[config.mk]
export PLATFORM = sky130hd
export DESIGN_NAME = sbcg_top
export DESIGN_NICKNAME = d
export VERILOG_FILES = /design/src/design/sbcg_pkg.sv /design/src/design/sbcg_abd_if.sv /design/src/design/sbcg_div_stage.sv /design/src/design/sbcg_auto_baud.sv /design/src/design/sbcg_top.sv
export VERILOG_INCLUDE_DIRS = /design/src /design/src/design
export SDC_FILE = /design/constraint.sdc
export NUM_CORES = 1
export LEC_CHECK = 0
export ABC_AREA = 1
export ABC_CLOCK_PERIOD_IN_PS = 4650
export BUFFER_PORTS_ARGS = -buffer_cell sky130_fd_sc_hd__clkbuf_2
export CORE_ASPECT_RATIO = 0.6
export CORE_UTILIZATION = 55
export CTS_CLUSTER_DIAMETER = 200
export CTS_CLUSTER_SIZE = 24
export DETAILED_ROUTE_END_ITERATION = 6
export GPL_ROUTABILITY_DRIVEN = 0
export PLACE_DENSITY = 0.75
export SLEW_MARGIN = 20
export SYNTH_ARGS = -nofsm -noshare
export SYNTH_HDL_FRONTEND = slang
export SYNTH_HIERARCHICAL = 1
export SYNTH_SLANG_ARGS = --single-unit
[constraint.sdc]
create_clock -name ref_clk -period 4.65 [get_ports ref_clk]
set_input_delay 0.2325 -clock ref_clk [delete_from_list [all_inputs] [get_ports ref_clk]]
set_output_delay 0.2325 -clock ref_clk [all_outputs]
set_load 0.005 [all_outputs]
[src/design/sbcg_consts.svh]
// constants of the serial baud clock generator
`ifndef SBCG_CONSTS_SVH
`define SBCG_CONSTS_SVH

`define SBCG_ADDR_W       8
`define SBCG_OFS_CFG      8'h08
`define SBCG_OFS_STAT     8'h0c
`define SBCG_CFG_RST      32'h00003c00
`define SBCG_CLOCK_DIVIDER_RATIO_HI    25
`define SBCG_CLOCK_DIVIDER_RATIO_LO    16
`define SBCG_SAMPLE_COUNT_DENOMINATOR_HI     14
`define SBCG_SAMPLE_COUNT_DENOMINATOR_LO     10
`define SBCG_SAMPLE_COUNT_PREDIVIDER_HI    9
`define SBCG_SAMPLE_COUNT_PREDIVIDER_LO    8
`define SBCG_TMSRC_BIT    5
`define SBCG_TMEN_BIT     4
`define SBCG_SPSEL_HI     3
`define SBCG_SPSEL_LO     2
`define SBCG_PTSEL_BIT    1
`define SBCG_RSEL_BIT     0
`define SBCG_STAT_BUSY    10
`define SBCG_FUNC_UART    3'h2
`define SBCG_ABD_FALLS    3'h4
`define SBCG_ABD_BITS     13'h0006
`define SBCG_ABD_CNT_W    13

`endif

[src/design/sbcg_pkg.sv]
// types of the serial baud clock generator
package sbcg_pkg;

    typedef enum logic [1:0] {
        SBCG_SP_DIV,
        SBCG_SP_PROT,
        SBCG_SP_SCLK,
        SBCG_SP_REF
    } sbcg_samp_src_t;

    typedef enum logic {
        SBCG_ABD_IDLE,
        SBCG_ABD_MEAS
    } sbcg_abd_st_t;

    typedef struct packed {
        logic [9:0]     clock_divider_ratio;
        logic [4:0]     sample_count_denominator;
        logic [1:0]     sample_count_predivider;
        logic           tmsrc;
        logic           tmen;
        sbcg_samp_src_t spsel;
        logic           ptsel;
        logic           rsel;
        logic           half;
        logic           sclk_prev;
        logic           rx_prev;
        logic [9:0]     tcnt;
        logic [31:0]    rdata;
    } sbcg_top_state_t;

    typedef struct packed {
        sbcg_abd_st_t   st;
        logic [2:0]     falls;
        logic [12:0]    cnt;
        logic           upd;
        logic [9:0]     val;
    } sbcg_abd_state_t;

endpackage

[src/design/sbcg_abd_if.sv]
// link between the generator core and its auto-baud measurement
`timescale 1ns/100ps
`default_nettype none
interface sbcg_abd_if;
    logic       prot_tick;
    logic       rx_fall;
    logic       arm;
    logic       upd_valid;
    logic [9:0] upd_value;
    logic       busy;

    modport ctrl (output prot_tick, output rx_fall, output arm,
                  input upd_valid, input upd_value, input busy);
    modport meas (input prot_tick, input rx_fall, input arm,
                  output upd_valid, output upd_value, output busy);
endinterface
`default_nettype wire

[src/design/sbcg_div_stage.sv]
// one programmable divide-by-(ratio+1) stage on a tick stream
`timescale 1ns/100ps
`default_nettype none
module sbcg_div_stage #(
    parameter int W = 10
) (
    // clock and reset
    input  wire logic         ref_clk,
    input  wire logic         sys_rst,
    // tick stream
    input  wire logic         in_tick,
    input  wire logic [W-1:0] ratio,
    output logic              out_tick
);
    typedef struct packed {
        logic [W-1:0] cnt;
    } sbcg_div_state_t;

    sbcg_div_state_t s_q;
    sbcg_div_state_t s_d;
    logic            wrap;

    // compare with >= so a shrinking ratio never strands the counter
    assign wrap     = (s_q.cnt >= ratio);
    assign out_tick = in_tick && wrap;

    always_comb begin
        s_d = s_q;
        if (in_tick) begin
            s_d.cnt = wrap ? '0 : s_q.cnt + 1'b1;
        end
    end

    always_ff @(posedge ref_clk or posedge sys_rst) begin
        if (sys_rst) begin
            s_q <= '0;
        end else begin
            s_q <= s_d;
        end
    end
endmodule
`default_nettype wire

[src/design/sbcg_auto_baud.sv]
// auto-baud measurement over a received 0x55 pattern
`timescale 1ns/100ps
`default_nettype none
`include "sbcg_consts.svh"
module sbcg_auto_baud (
    // clock and reset
    input  wire logic ref_clk,
    input  wire logic sys_rst,
    // core link
    sbcg_abd_if.meas  abd
);
    sbcg_pkg::sbcg_abd_state_t s_q;
    sbcg_pkg::sbcg_abd_state_t s_d;
    logic [12:0]               avg;

    // six bit times lie between the first and the fourth falling edge
    // include the tick of the closing cycle, else the count is one tick short
    assign avg = ((s_q.cnt == '1) ? s_q.cnt : s_q.cnt + 13'(abd.prot_tick)) / `SBCG_ABD_BITS;

    assign abd.upd_valid = s_q.upd;
    assign abd.upd_value = s_q.val;
    assign abd.busy      = (s_q.st == sbcg_pkg::SBCG_ABD_MEAS);

    always_comb begin
        s_d     = s_q;
        s_d.upd = 1'b0;
        case (s_q.st)
            sbcg_pkg::SBCG_ABD_IDLE: begin
                if (abd.arm && abd.rx_fall) begin
                    s_d.st    = sbcg_pkg::SBCG_ABD_MEAS;
                    s_d.falls = 3'h1;
                    s_d.cnt   = '0;
                end
            end
            sbcg_pkg::SBCG_ABD_MEAS: begin
                if (abd.prot_tick && s_q.cnt != '1) begin
                    s_d.cnt = s_q.cnt + 1'b1;
                end
                if (!abd.arm) begin
                    s_d.st = sbcg_pkg::SBCG_ABD_IDLE;
                end else if (abd.rx_fall) begin
                    s_d.falls = s_q.falls + 1'b1;
                    if (s_d.falls == `SBCG_ABD_FALLS) begin
                        s_d.st  = sbcg_pkg::SBCG_ABD_IDLE;
                        s_d.upd = 1'b1;
                        s_d.val = (avg > 13'h03ff) ? 10'h3ff : avg[9:0];
                    end
                end
            end
            default: begin
                s_d.st = sbcg_pkg::SBCG_ABD_IDLE;
            end
        endcase
    end

    always_ff @(posedge ref_clk or posedge sys_rst) begin
        if (sys_rst) begin
            s_q <= '{st: sbcg_pkg::SBCG_ABD_IDLE, default: '0};
        end else begin
            s_q <= s_d;
        end
    end
endmodule
`default_nettype wire

[src/design/sbcg_top.sv]
// baud rate and sample clock generator with its configuration register
`timescale 1ns/100ps
`default_nettype none
`include "sbcg_consts.svh"
module sbcg_top (
    // clock and reset
    input  wire logic                    ref_clk,
    input  wire logic                    sys_rst,
    // register port
    input  wire logic [`SBCG_ADDR_W-1:0] reg_addr,
    input  wire logic [31:0]             reg_wdata,
    input  wire logic                    reg_wr,
    input  wire logic                    reg_rd,
    output logic      [31:0]             reg_rdata,
    // controller context
    input  wire logic [2:0]              function_select,
    input  wire logic                    auto_baud_enable,
    input  wire logic                    rx_in,
    input  wire logic                    sclk_in,
    // generated tick streams
    output logic                         prot_tick,
    output logic                         div_tick,
    output logic                         samp_tick,
    output logic                         sample_tick,
    // timing counter and measurement status
    output logic      [9:0]              timing_count,
    output logic                         baud_detect_busy
);
    sbcg_pkg::sbcg_top_state_t s_q;
    sbcg_pkg::sbcg_top_state_t s_d;
    sbcg_abd_if                abd ();

    logic ref_tick;
    logic sclk_tick;
    logic pds_tick;
    logic tm_tick;
    logic uart_mode;
    logic wr_cfg;
    logic [31:0] cfg_img;

    // only the peripheral clock exists, reserved code falls back to it
    assign ref_tick  = 1'b1;
    // half rate by a free toggle
    assign prot_tick = s_q.ptsel ? s_q.half : ref_tick;
    assign sclk_tick = sclk_in && !s_q.sclk_prev;
    assign uart_mode = (function_select == `SBCG_FUNC_UART);
    assign wr_cfg    = reg_wr && (reg_addr == `SBCG_OFS_CFG);

    sbcg_div_stage #(.W(10)) u_clock_divider_ratio (
        .ref_clk  (ref_clk),
        .sys_rst  (sys_rst),
        .in_tick  (prot_tick),
        .ratio    (s_q.clock_divider_ratio),
        .out_tick (div_tick)
    );

    always_comb begin
        case (s_q.spsel)
            sbcg_pkg::SBCG_SP_DIV:  samp_tick = div_tick;
            sbcg_pkg::SBCG_SP_PROT: samp_tick = prot_tick;
            sbcg_pkg::SBCG_SP_SCLK: samp_tick = sclk_tick;
            sbcg_pkg::SBCG_SP_REF:  samp_tick = ref_tick;
            default:                samp_tick = div_tick;
        endcase
    end

    sbcg_div_stage #(.W(2)) u_prediv (
        .ref_clk  (ref_clk),
        .sys_rst  (sys_rst),
        .in_tick  (samp_tick),
        .ratio    (s_q.sample_count_predivider),
        .out_tick (pds_tick)
    );

    sbcg_div_stage #(.W(5)) u_denom (
        .ref_clk  (ref_clk),
        .sys_rst  (sys_rst),
        .in_tick  (pds_tick),
        .ratio    (s_q.sample_count_denominator),
        .out_tick (sample_tick)
    );

    assign abd.prot_tick = prot_tick;
    assign abd.rx_fall   = s_q.rx_prev && !rx_in;
    // armed only with enable in UART mode
    assign abd.arm       = auto_baud_enable && uart_mode;

    sbcg_auto_baud u_abd (
        .ref_clk (ref_clk),
        .sys_rst (sys_rst),
        .abd     (abd.meas)
    );

    assign tm_tick = s_q.tmsrc ? div_tick : prot_tick;

    always_comb begin
        cfg_img = '0;
        cfg_img[`SBCG_CLOCK_DIVIDER_RATIO_HI:`SBCG_CLOCK_DIVIDER_RATIO_LO] = s_q.clock_divider_ratio;
        cfg_img[`SBCG_SAMPLE_COUNT_DENOMINATOR_HI:`SBCG_SAMPLE_COUNT_DENOMINATOR_LO]   = s_q.sample_count_denominator;
        cfg_img[`SBCG_SAMPLE_COUNT_PREDIVIDER_HI:`SBCG_SAMPLE_COUNT_PREDIVIDER_LO] = s_q.sample_count_predivider;
        cfg_img[`SBCG_TMSRC_BIT]                 = s_q.tmsrc;
        cfg_img[`SBCG_TMEN_BIT]                  = s_q.tmen;
        cfg_img[`SBCG_SPSEL_HI:`SBCG_SPSEL_LO]   = s_q.spsel;
        cfg_img[`SBCG_PTSEL_BIT]                 = s_q.ptsel;
        cfg_img[`SBCG_RSEL_BIT]                  = s_q.rsel;
    end

    always_comb begin
        s_d           = s_q;
        s_d.half      = !s_q.half;
        s_d.sclk_prev = sclk_in;
        s_d.rx_prev   = rx_in;
        s_d.rdata     = '0;
        if (wr_cfg) begin
            s_d.clock_divider_ratio = reg_wdata[`SBCG_CLOCK_DIVIDER_RATIO_HI:`SBCG_CLOCK_DIVIDER_RATIO_LO];
            s_d.sample_count_denominator  = reg_wdata[`SBCG_SAMPLE_COUNT_DENOMINATOR_HI:`SBCG_SAMPLE_COUNT_DENOMINATOR_LO];
            s_d.sample_count_predivider = reg_wdata[`SBCG_SAMPLE_COUNT_PREDIVIDER_HI:`SBCG_SAMPLE_COUNT_PREDIVIDER_LO];
            s_d.tmsrc  = reg_wdata[`SBCG_TMSRC_BIT];
            s_d.tmen   = reg_wdata[`SBCG_TMEN_BIT];
            s_d.spsel  = sbcg_pkg::sbcg_samp_src_t'(reg_wdata[`SBCG_SPSEL_HI:`SBCG_SPSEL_LO]);
            s_d.ptsel  = reg_wdata[`SBCG_PTSEL_BIT];
            s_d.rsel   = reg_wdata[`SBCG_RSEL_BIT];
        end
        // hardware update beats a same-cycle software write
        if (abd.upd_valid) begin
            s_d.clock_divider_ratio = abd.upd_value;
        end
        if (!s_q.tmen) begin
            s_d.tcnt = '0;
        end else if (tm_tick) begin
            s_d.tcnt = s_q.tcnt + 1'b1;
        end
        // unmapped reads return zero
        if (reg_rd) begin
            case (reg_addr)
                `SBCG_OFS_CFG: begin
                    s_d.rdata = cfg_img;
                end
                `SBCG_OFS_STAT: begin
                    s_d.rdata[9:0]             = s_q.tcnt;
                    s_d.rdata[`SBCG_STAT_BUSY] = abd.busy;
                end
                default: begin
                    s_d.rdata = '0;
                end
            endcase
        end
    end

    always_ff @(posedge ref_clk or posedge sys_rst) begin
        if (sys_rst) begin
            s_q <= '{sample_count_denominator: 5'(`SBCG_CFG_RST >> `SBCG_SAMPLE_COUNT_DENOMINATOR_LO),
                     spsel: sbcg_pkg::SBCG_SP_DIV,
                     default: '0};
        end else begin
            s_q <= s_d;
        end
    end

    assign reg_rdata        = s_q.rdata;
    assign timing_count     = s_q.tcnt;
    assign baud_detect_busy = abd.busy;
endmodule
`default_nettype wire

==> results of run 1 <==
-- routing by layer --
layer,vias up,wire length (µm)
li1,2713,-
met1,2580,7340
met2,175,6580
met3,14,876
met4,0,118
met5,-,0
-- worst max-delay path by stage --
stage / startpoint / end / slack [ns] / depth (start not counted)
final: s_q[44]$_DFF_PP0_ / u_abd/abd.upd_value[0]$_DFFE_PP0P_ / 0.26 / 40
after global routing: s_q[44]$_DFF_PP0_ / u_abd/abd.upd_value[0]$_DFFE_PP0P_ / -0.11 / 39
after CTS: s_q[44]$_DFF_PP0_ / u_abd/abd.upd_value[0]$_DFFE_PP0P_ / 0.16 / 39
after detailed placement: s_q[44]$_DFF_PP0_ / u_abd/abd.upd_value[0]$_DFFE_PP0P_ / 0.17 / 39
after global placement: cfg_img[1]$_DFFE_PP0N_ / u_abd/abd.upd_value[0]$_DFFE_PP0P_ / 0.31 / 40
after floorplan: cfg_img[1]$_DFFE_PP0N_ / u_abd/abd.upd_value[0]$_DFFE_PP0P_ / 0.63 / 38
-- final cells by class --
type,instances,area [µm²]
clock inverters,6,50.0
repair buffers,90,483
inverters,146,549
multi-input cells,533,3160
clock buffers,10,229
flip-flops and latches,106,2660
fillers,989,4310
well taps,160,200
-- kinds of logic after synthesis --
logic type | synth area share (%)
compound gates | 10.4
xor+xnor | 2.19
fa+ha+maj | 4.82
buf+inv | 16.3
flops | 39.4
mux | 0.297
other cells | 0.0555
simple gates | 26.6
-- layout by cell type (no fill, tap or decap), types with 3 or more instances in the layout --
cell type / netlist / layout
nand2_1: 170 / 158
inv_1: 137 / 134
dfrtp_1: 102 / 101
clkbuf_2: 0 / 80
nor2_1: 78 / 76
nand3_1: 60 / 52
nand2_2: 13 / 24
nand4_1: 24 / 24
a21oi_2: 23 / 23
a21oi_1: 23 / 23
ha_1: 26 / 23
o21ai_0: 15 / 14
xor2_1: 14 / 14
nand3_2: 8 / 13
nor2_2: 11 / 12
inv_2: 7 / 10
o22ai_1: 11 / 10
o22ai_2: 8 / 9
clkbuf_16: 0 / 9
o21ai_1: 8 / 8
conb_1: 1 / 7
buf_4: 55 / 7
nor2_4: 5 / 6
nand3_4: 2 / 5
nor3_1: 4 / 4
dfstp_2: 4 / 4
o21a_1: 4 / 4
inv_6: 0 / 3
dlygate4sd3_1: 0 / 3
-- state kept, by name, indices dropped and copies added, names as in the netlist --
name,flops
u_abd/abd.busy,1
u_prediv/s_q,2
u_abd/s_q,16
u_abd/abd.upd_valid,1
u_denom/s_q,5
timing_count,10
reg_rdata,25
u_abd/abd.upd_value,10
u_clock_divider_ratio/s_q,10
s_q,3
cfg_img,23
-- report_power, final --
| part | internal (mW) | switching [mW] | total [mW] |
|---|---|---|---|
| logic | 0.343 | 0.518 | 0.861 |
| clock network | 0.371 | 0.362 | 0.733 |
| registers | 1.02 | 0.121 | 1.14 |
-- cells in the mapped netlist, types with 2 or more instances --
master	n	share of area, %
o21bai_2	2	0.33
nand3_2	8	1.2
inv_1	137	7.6
dfstp_2	4	1.6
nor3_1	4	0.30
o21ai_1	8	0.59
mux2i_1	2	0.30
nand4_1	24	2.2
o22ai_1	11	1.0
nand3_4	2	0.52
o21ai_0	15	1.1
buf_6	10	1.7
xor2_1	14	1.8
buf_4	55	6.1
nand3_1	60	4.4
nor2_1	78	4.3
clkbuf_1	6	0.33
o21a_1	4	0.44
nand2_1	170	9.5
nor2_4	5	0.83
dfrtp_1	102	38
nand2_2	13	1.2
a21oi_2	23	3.0
nor2_2	11	1.0
a21oi_1	23	1.7
o22ai_2	8	1.5
inv_2	7	0.39
ha_1	26	4.8
-- metrics by stage --
step,utilization (%),power (mW),setup slack [ns]
2_1_floorplan,-,1.75,0.634
3_3_place_gp,58.8,1.87,0.310
3_5_place_dp,58.8,1.90,0.175
4_1_cts,61.4,2.64,0.165
5_1_grt,63.0,2.93,-0.113
6_report,63.0,2.74,0.261
-- critical path: cells and delay by family (launching register included) --
kind	cells	cell delay (ns)
fa+ha+maj	3	0.54
compound gates	2	0.32
simple gates	32	2.78
flops	1	0.38
buf+inv	3	0.26
-- timing repair --
item	4_1_cts	5_1_grt
setup endpoints to repair	0	2
hold buffers	3	0
hold endpoints to repair	29	0
setup buffers	0	5
resized for setup	0	37
==> impl_metrics.json, run 1 <==
{
  "cp-end-kind": "register",
  "start_util_pct": 58.0,
  "synth_area_mm2": 0.00675,
  "synth_cell_type_count": 47,
  "gr-usage-met3_pct": 4.53,
  "finClkSkew_ns": 0.0116,
  "ys_seq_area_share_pct": 39.4,
  "crit_path_start_kind": "register",
  "r2r_slack_ns": 0.26,
  "critPathSlowestCell": "dfrtp_1",
  "cp.arrival_ns": 4.64,
  "via_count": 5482,
  "ys.flop_type": "dfrtp_1",
  "worstHoldPathCells": 3,
  "grt_pass1_wl_um": 24200,
  "cts_inserted_buffers": 9,
  "grtUsageTotal_pct": 24.1,
  "synthCells": 851,
  "clk_path_buf_depth": 2,
  "cts.clk_slew.worst_paths_ns": 0.08,
  "hpwl_um": 10800,
  "fin_area_mm2": 0.00733,
  "ff2ff_path_depth": 40,
  "holdWs_ns": 0.114,
  "grt_util_met2_pct": 36.8,
  "path_class": "reg2reg",
  "worst_pin_slew_ns": 0.862,
  "path_common_cell": "nand2_2",
  "gr-usage-met1_pct": 35.6,
  "relSlewSlack_pct": 42.3,
  "setup_violations": 0,
  "slowest_delay_ns": 0.38,
  "clkSinkCount": 106,
  "min_to": "cfg_img[14]$_DFFE_PP0N_",
  "nets": 962,
  "rows": 30,
  "ys_async_sr_fraction_pct": 100,
  "hp-start": "reg_wdata[14]",
  "syn_area_per_cell_um2": 7.93,
  "drtAntennaViolNets": 0,
  "p_per_area_mw_per_mm2": 374,
  "dp.cells": 1027,
  "maxSlewViolCount": 0,
  "io_pins": 97,
  "post-route-period-util_pct": 94.4,
  "gr-total-overflow": 0,
  "grt_pass1_vias": 4957,
  "yosysWarningCount": 6,
  "drive_gt1_share_pct": 25.0,
  "timing.rr.start": "s_q[44]$_DFF_PP0_",
  "ir_drop_mv": 0.219,
  "avgRoutedWirePerCell_um": 14.2,
  "die_y_um": 87.8,
  "cts_root_buf": "clkbuf_16",
  "max_freq_ghz": 0.228,
  "p_leak_nw": 4.05,
  "instances_no_fill": 1051,
  "drc_errors": 0,
  "die_w_um": 145,
  "required_ns": 4.90,
  "placed_cell_area_mm2": 0.00684,
  "grt_max_degree": 48,
  "drt-total-wl_um": 14900,
  "io_buffer_count": 80,
  "hold_path.class": "in2reg",
  "drt_iter0_drc": 342,
  "tns_ns": 0,
  "vias_per_cell": 5.22,
  "htreeDepth": 3,
  "post-route-min-period_ns": 4.39,
  "synth-edff-count": 0,
  "cp_max_fo": 4,
  "ys_ff_latch": 106,
  "max_cap_viol_count": 0,
  "busiest_layer": "met2",
  "n_antenna_cell": 0,
  "r2r-end": "u_abd/abd.upd_value[0]$_DFFE_PP0P_",
  "timing_hold_violations_final": 0,
  "outcome": "finished clean",
  "clk_latency_ns": 0.35,
  "antenna_found_initial": 0,
  "tritoncts": "yes",
  "area_growth_pct": 8.56,
  "dr.pass1.iters": 5,
  "core_area_mm2": 0.0116,
  "die_area_mm2": 0.0127
}
Note: power is estimated with default switching activity, not from simulation.
==> run 2, diff against run 1 <==
--- a/config.mk
+++ b/config.mk
@@ -15,7 +15,7 @@
 export CTS_CLUSTER_SIZE = 24
 export DETAILED_ROUTE_END_ITERATION = 6
 export GPL_ROUTABILITY_DRIVEN = 0
-export PLACE_DENSITY = 0.75
+export PLACE_DENSITY = 0.82
 export SLEW_MARGIN = 20
 export SYNTH_ARGS = -nofsm -noshare
 export SYNTH_HDL_FRONTEND = slang
==> impl_metrics.json, run 2 (synthesis gave the netlist of run 1 again) <==
{
  "outcome": "complete, but fails checks",
  "violations": "DRC",
  "largest_reg_flops": 25,
  "grt_pass1_vias": 5192,
  "max_cap_viol_count": 0,
  "clk_path_buf_depth": 2,
  "drtAntennaViolNets": 0,
  "clk_latency_ns": 0.35,
  "io_buffer_count": 80,
  "p_per_area_mw_per_mm2": 384,
  "drt_iter0_drc": 508,
  "cp_top_family": "simple AND/OR/NAND/NOR gates",
  "cts_root_buf": "clkbuf_16",
  "ff2ff_path_depth": 31,
  "max_freq_ghz": 0.229,
  "nets": 962,
  "grt_pass1_wl_um": 25300,
  "hold_path.class": "in2reg",
  "p_leak_nw": 4.06,
  "gr-usage-met3_pct": 7.45,
  "n_antenna_cell": 0,
  "critPathSlowestCell": "dfrtp_2",
  "ir_drop_mv": 0.205,
  "grt_max_degree": 50,
  "setup_violations": 0,
  "final_cell_mix": "158 x nand2_1, 132 x inv_1, 100 x dfrtp_1, 80 x clkbuf_2, 75 x nor2_1",
  "dp.cells": 1028,
  "maxSlewViolCount": 0,
  "drc_errors": 12,
  "timing.rr.start": "u_abd/s_q[11]$_DFFE_PP0P_",
  "final_common_cell": "nand2_1",
  "worstHoldPathCells": 1,
  "gr-usage-met1_pct": 37.1,
  "min_to": "s_q[43]$_DFF_PP0_",
  "instances_no_fill": 1051,
  "r2r_slack_ns": 0.28,
  "via_count": 5678,
  "io_pins": 97,
  "start_util_pct": 58.0,
  "grt_util_met2_pct": 36.4,
  "antenna_found_initial": 0,
  "relSlewSlack_pct": 43.6,
  "hpwl_um": 11200,
  "htreeDepth": 3,
  "path_class": "reg2reg",
  "die_y_um": 87.8,
  "clkSinkCount": 106,
  "cp-end-kind": "register",
  "cts_inserted_buffers": 9,
  "drt-total-wl_um": 15600,
  "rows": 30,
  "crit_path_start_kind": "register",
  "busiest_layer": "met1",
  "grtUsageTotal_pct": 25.4,
  "cp.arrival_ns": 4.62,
  "dr.pass1.iters": 7,
  "cts.clk_slew.worst_paths_ns": 0.07,
  "final_util_pct": 63.3,
  "r2r-end": "u_abd/abd.upd_value[0]$_DFFE_PP0P_",
  "die_w_um": 145,
  "post-route-min-period_ns": 4.37,
  "drive_gt1_share_pct": 25.3,
  "finClkSkew_ns": 0.00946,
  "hp-start": "sclk_in",
  "cp_max_fo": 5,
  "post-route-period-util_pct": 93.9,
  "avgRoutedWirePerCell_um": 14.8,
  "vias_per_cell": 5.40,
  "area_growth_pct": 9.12,
  "die_area_mm2": 0.0127,
  "timing_hold_violations_final": 0,
  "slowest_delay_ns": 0.44,
  "worst_pin_slew_ns": 0.844,
  "path_buf_inv": 4,
  "required_ns": 4.90,
  "tritoncts": "yes",
  "core_area_mm2": 0.0116,
  "gr-total-overflow": 0,
  "path_common_cell": "nand2_1"
}
run 2: cell count changes in the layout (fill, tap and decap cells not counted), moves of 2 or more:
| cell | delta |
|---|---|
| nand3_1 | +3 |
| nand3_2 | -3 |
| bufinv_16 | +2 |
| clkinvlp_4 | -2 |
| inv_1 | -2 |
| inv_2 | +2 |
| inv_6 | -2 |
run 2: area by class of cell:
type / instances / area (µm²)
fill: 954 / 4270
tap: 160 / 200
clock inverter: 5 / 86.3
timing repair buffer: 90 / 480
multi-input combinational: 533 / 3150
clock buffer: 11 / 243
inverter: 146 / 549
sequential: 106 / 2660
run 2: report_power, final:
part	leakage (nW)	internal (mW)	switching [mW]
combinational	2.58	0.322	0.512
clock	0.160	0.491	0.349
sequential	1.32	1.02	0.132
run 2: timing repair:
action | CTS | global route
gates resized for setup | 0 | 38
setup endpoints to repair | 0 | 2
hold buffers | 2 | 0
buffers inserted | 0 | 5
hold endpoints to repair | 30 | 0
run 2: how the worst max path moves through the flow:
| stage | from | endpoint | slack [ns] | cells past startpoint |
|---|---|---|---|---|
| after floorplan | cfg_img[1]$_DFFE_PP0N_ | u_abd/abd.upd_value[0]$_DFFE_PP0P_ | 0.63 | 38 |
| after global placement | cfg_img[1]$_DFFE_PP0N_ | u_abd/abd.upd_value[0]$_DFFE_PP0P_ | 0.26 | 38 |
| after detailed placement | cfg_img[1]$_DFFE_PP0N_ | u_abd/abd.upd_value[0]$_DFFE_PP0P_ | 0.12 | 38 |
| after CTS | cfg_img[1]$_DFFE_PP0N_ | u_abd/abd.upd_value[0]$_DFFE_PP0P_ | 0.05 | 38 |
| after global routing | cfg_img[1]$_DFFE_PP0N_ | u_abd/abd.upd_value[0]$_DFFE_PP0P_ | -0.02 | 40 |
| final | u_abd/s_q[11]$_DFFE_PP0P_ | u_abd/abd.upd_value[0]$_DFFE_PP0P_ | 0.28 | 31 |
run 2: metal layers:
| metal | vias up | wire length (µm) |
|---|---|---|
| li1 | 2711 | - |
| met1 | 2659 | 7340 |
| met2 | 267 | 6560 |
| met3 | 41 | 1420 |
| met4 | 0 | 270 |
| met5 | - | 0 |
run 2: stage by stage:
step	total power [mW]	hold slack [ns]	cell area (µm²)	worst slack [ns]	setup TNS, ns
2_1_floorplan	1.75	-0.0263	6770	0.634	0
3_3_place_gp	1.87	0.178	6840	0.262	0
3_5_place_dp	1.91	0.188	6840	0.116	0
4_1_cts	2.77	0.00900	7190	0.0533	0
5_1_grt	3.01	0.0145	7370	-0.0163	-0.0163
6_report	2.83	0.0172	7370	0.282	0
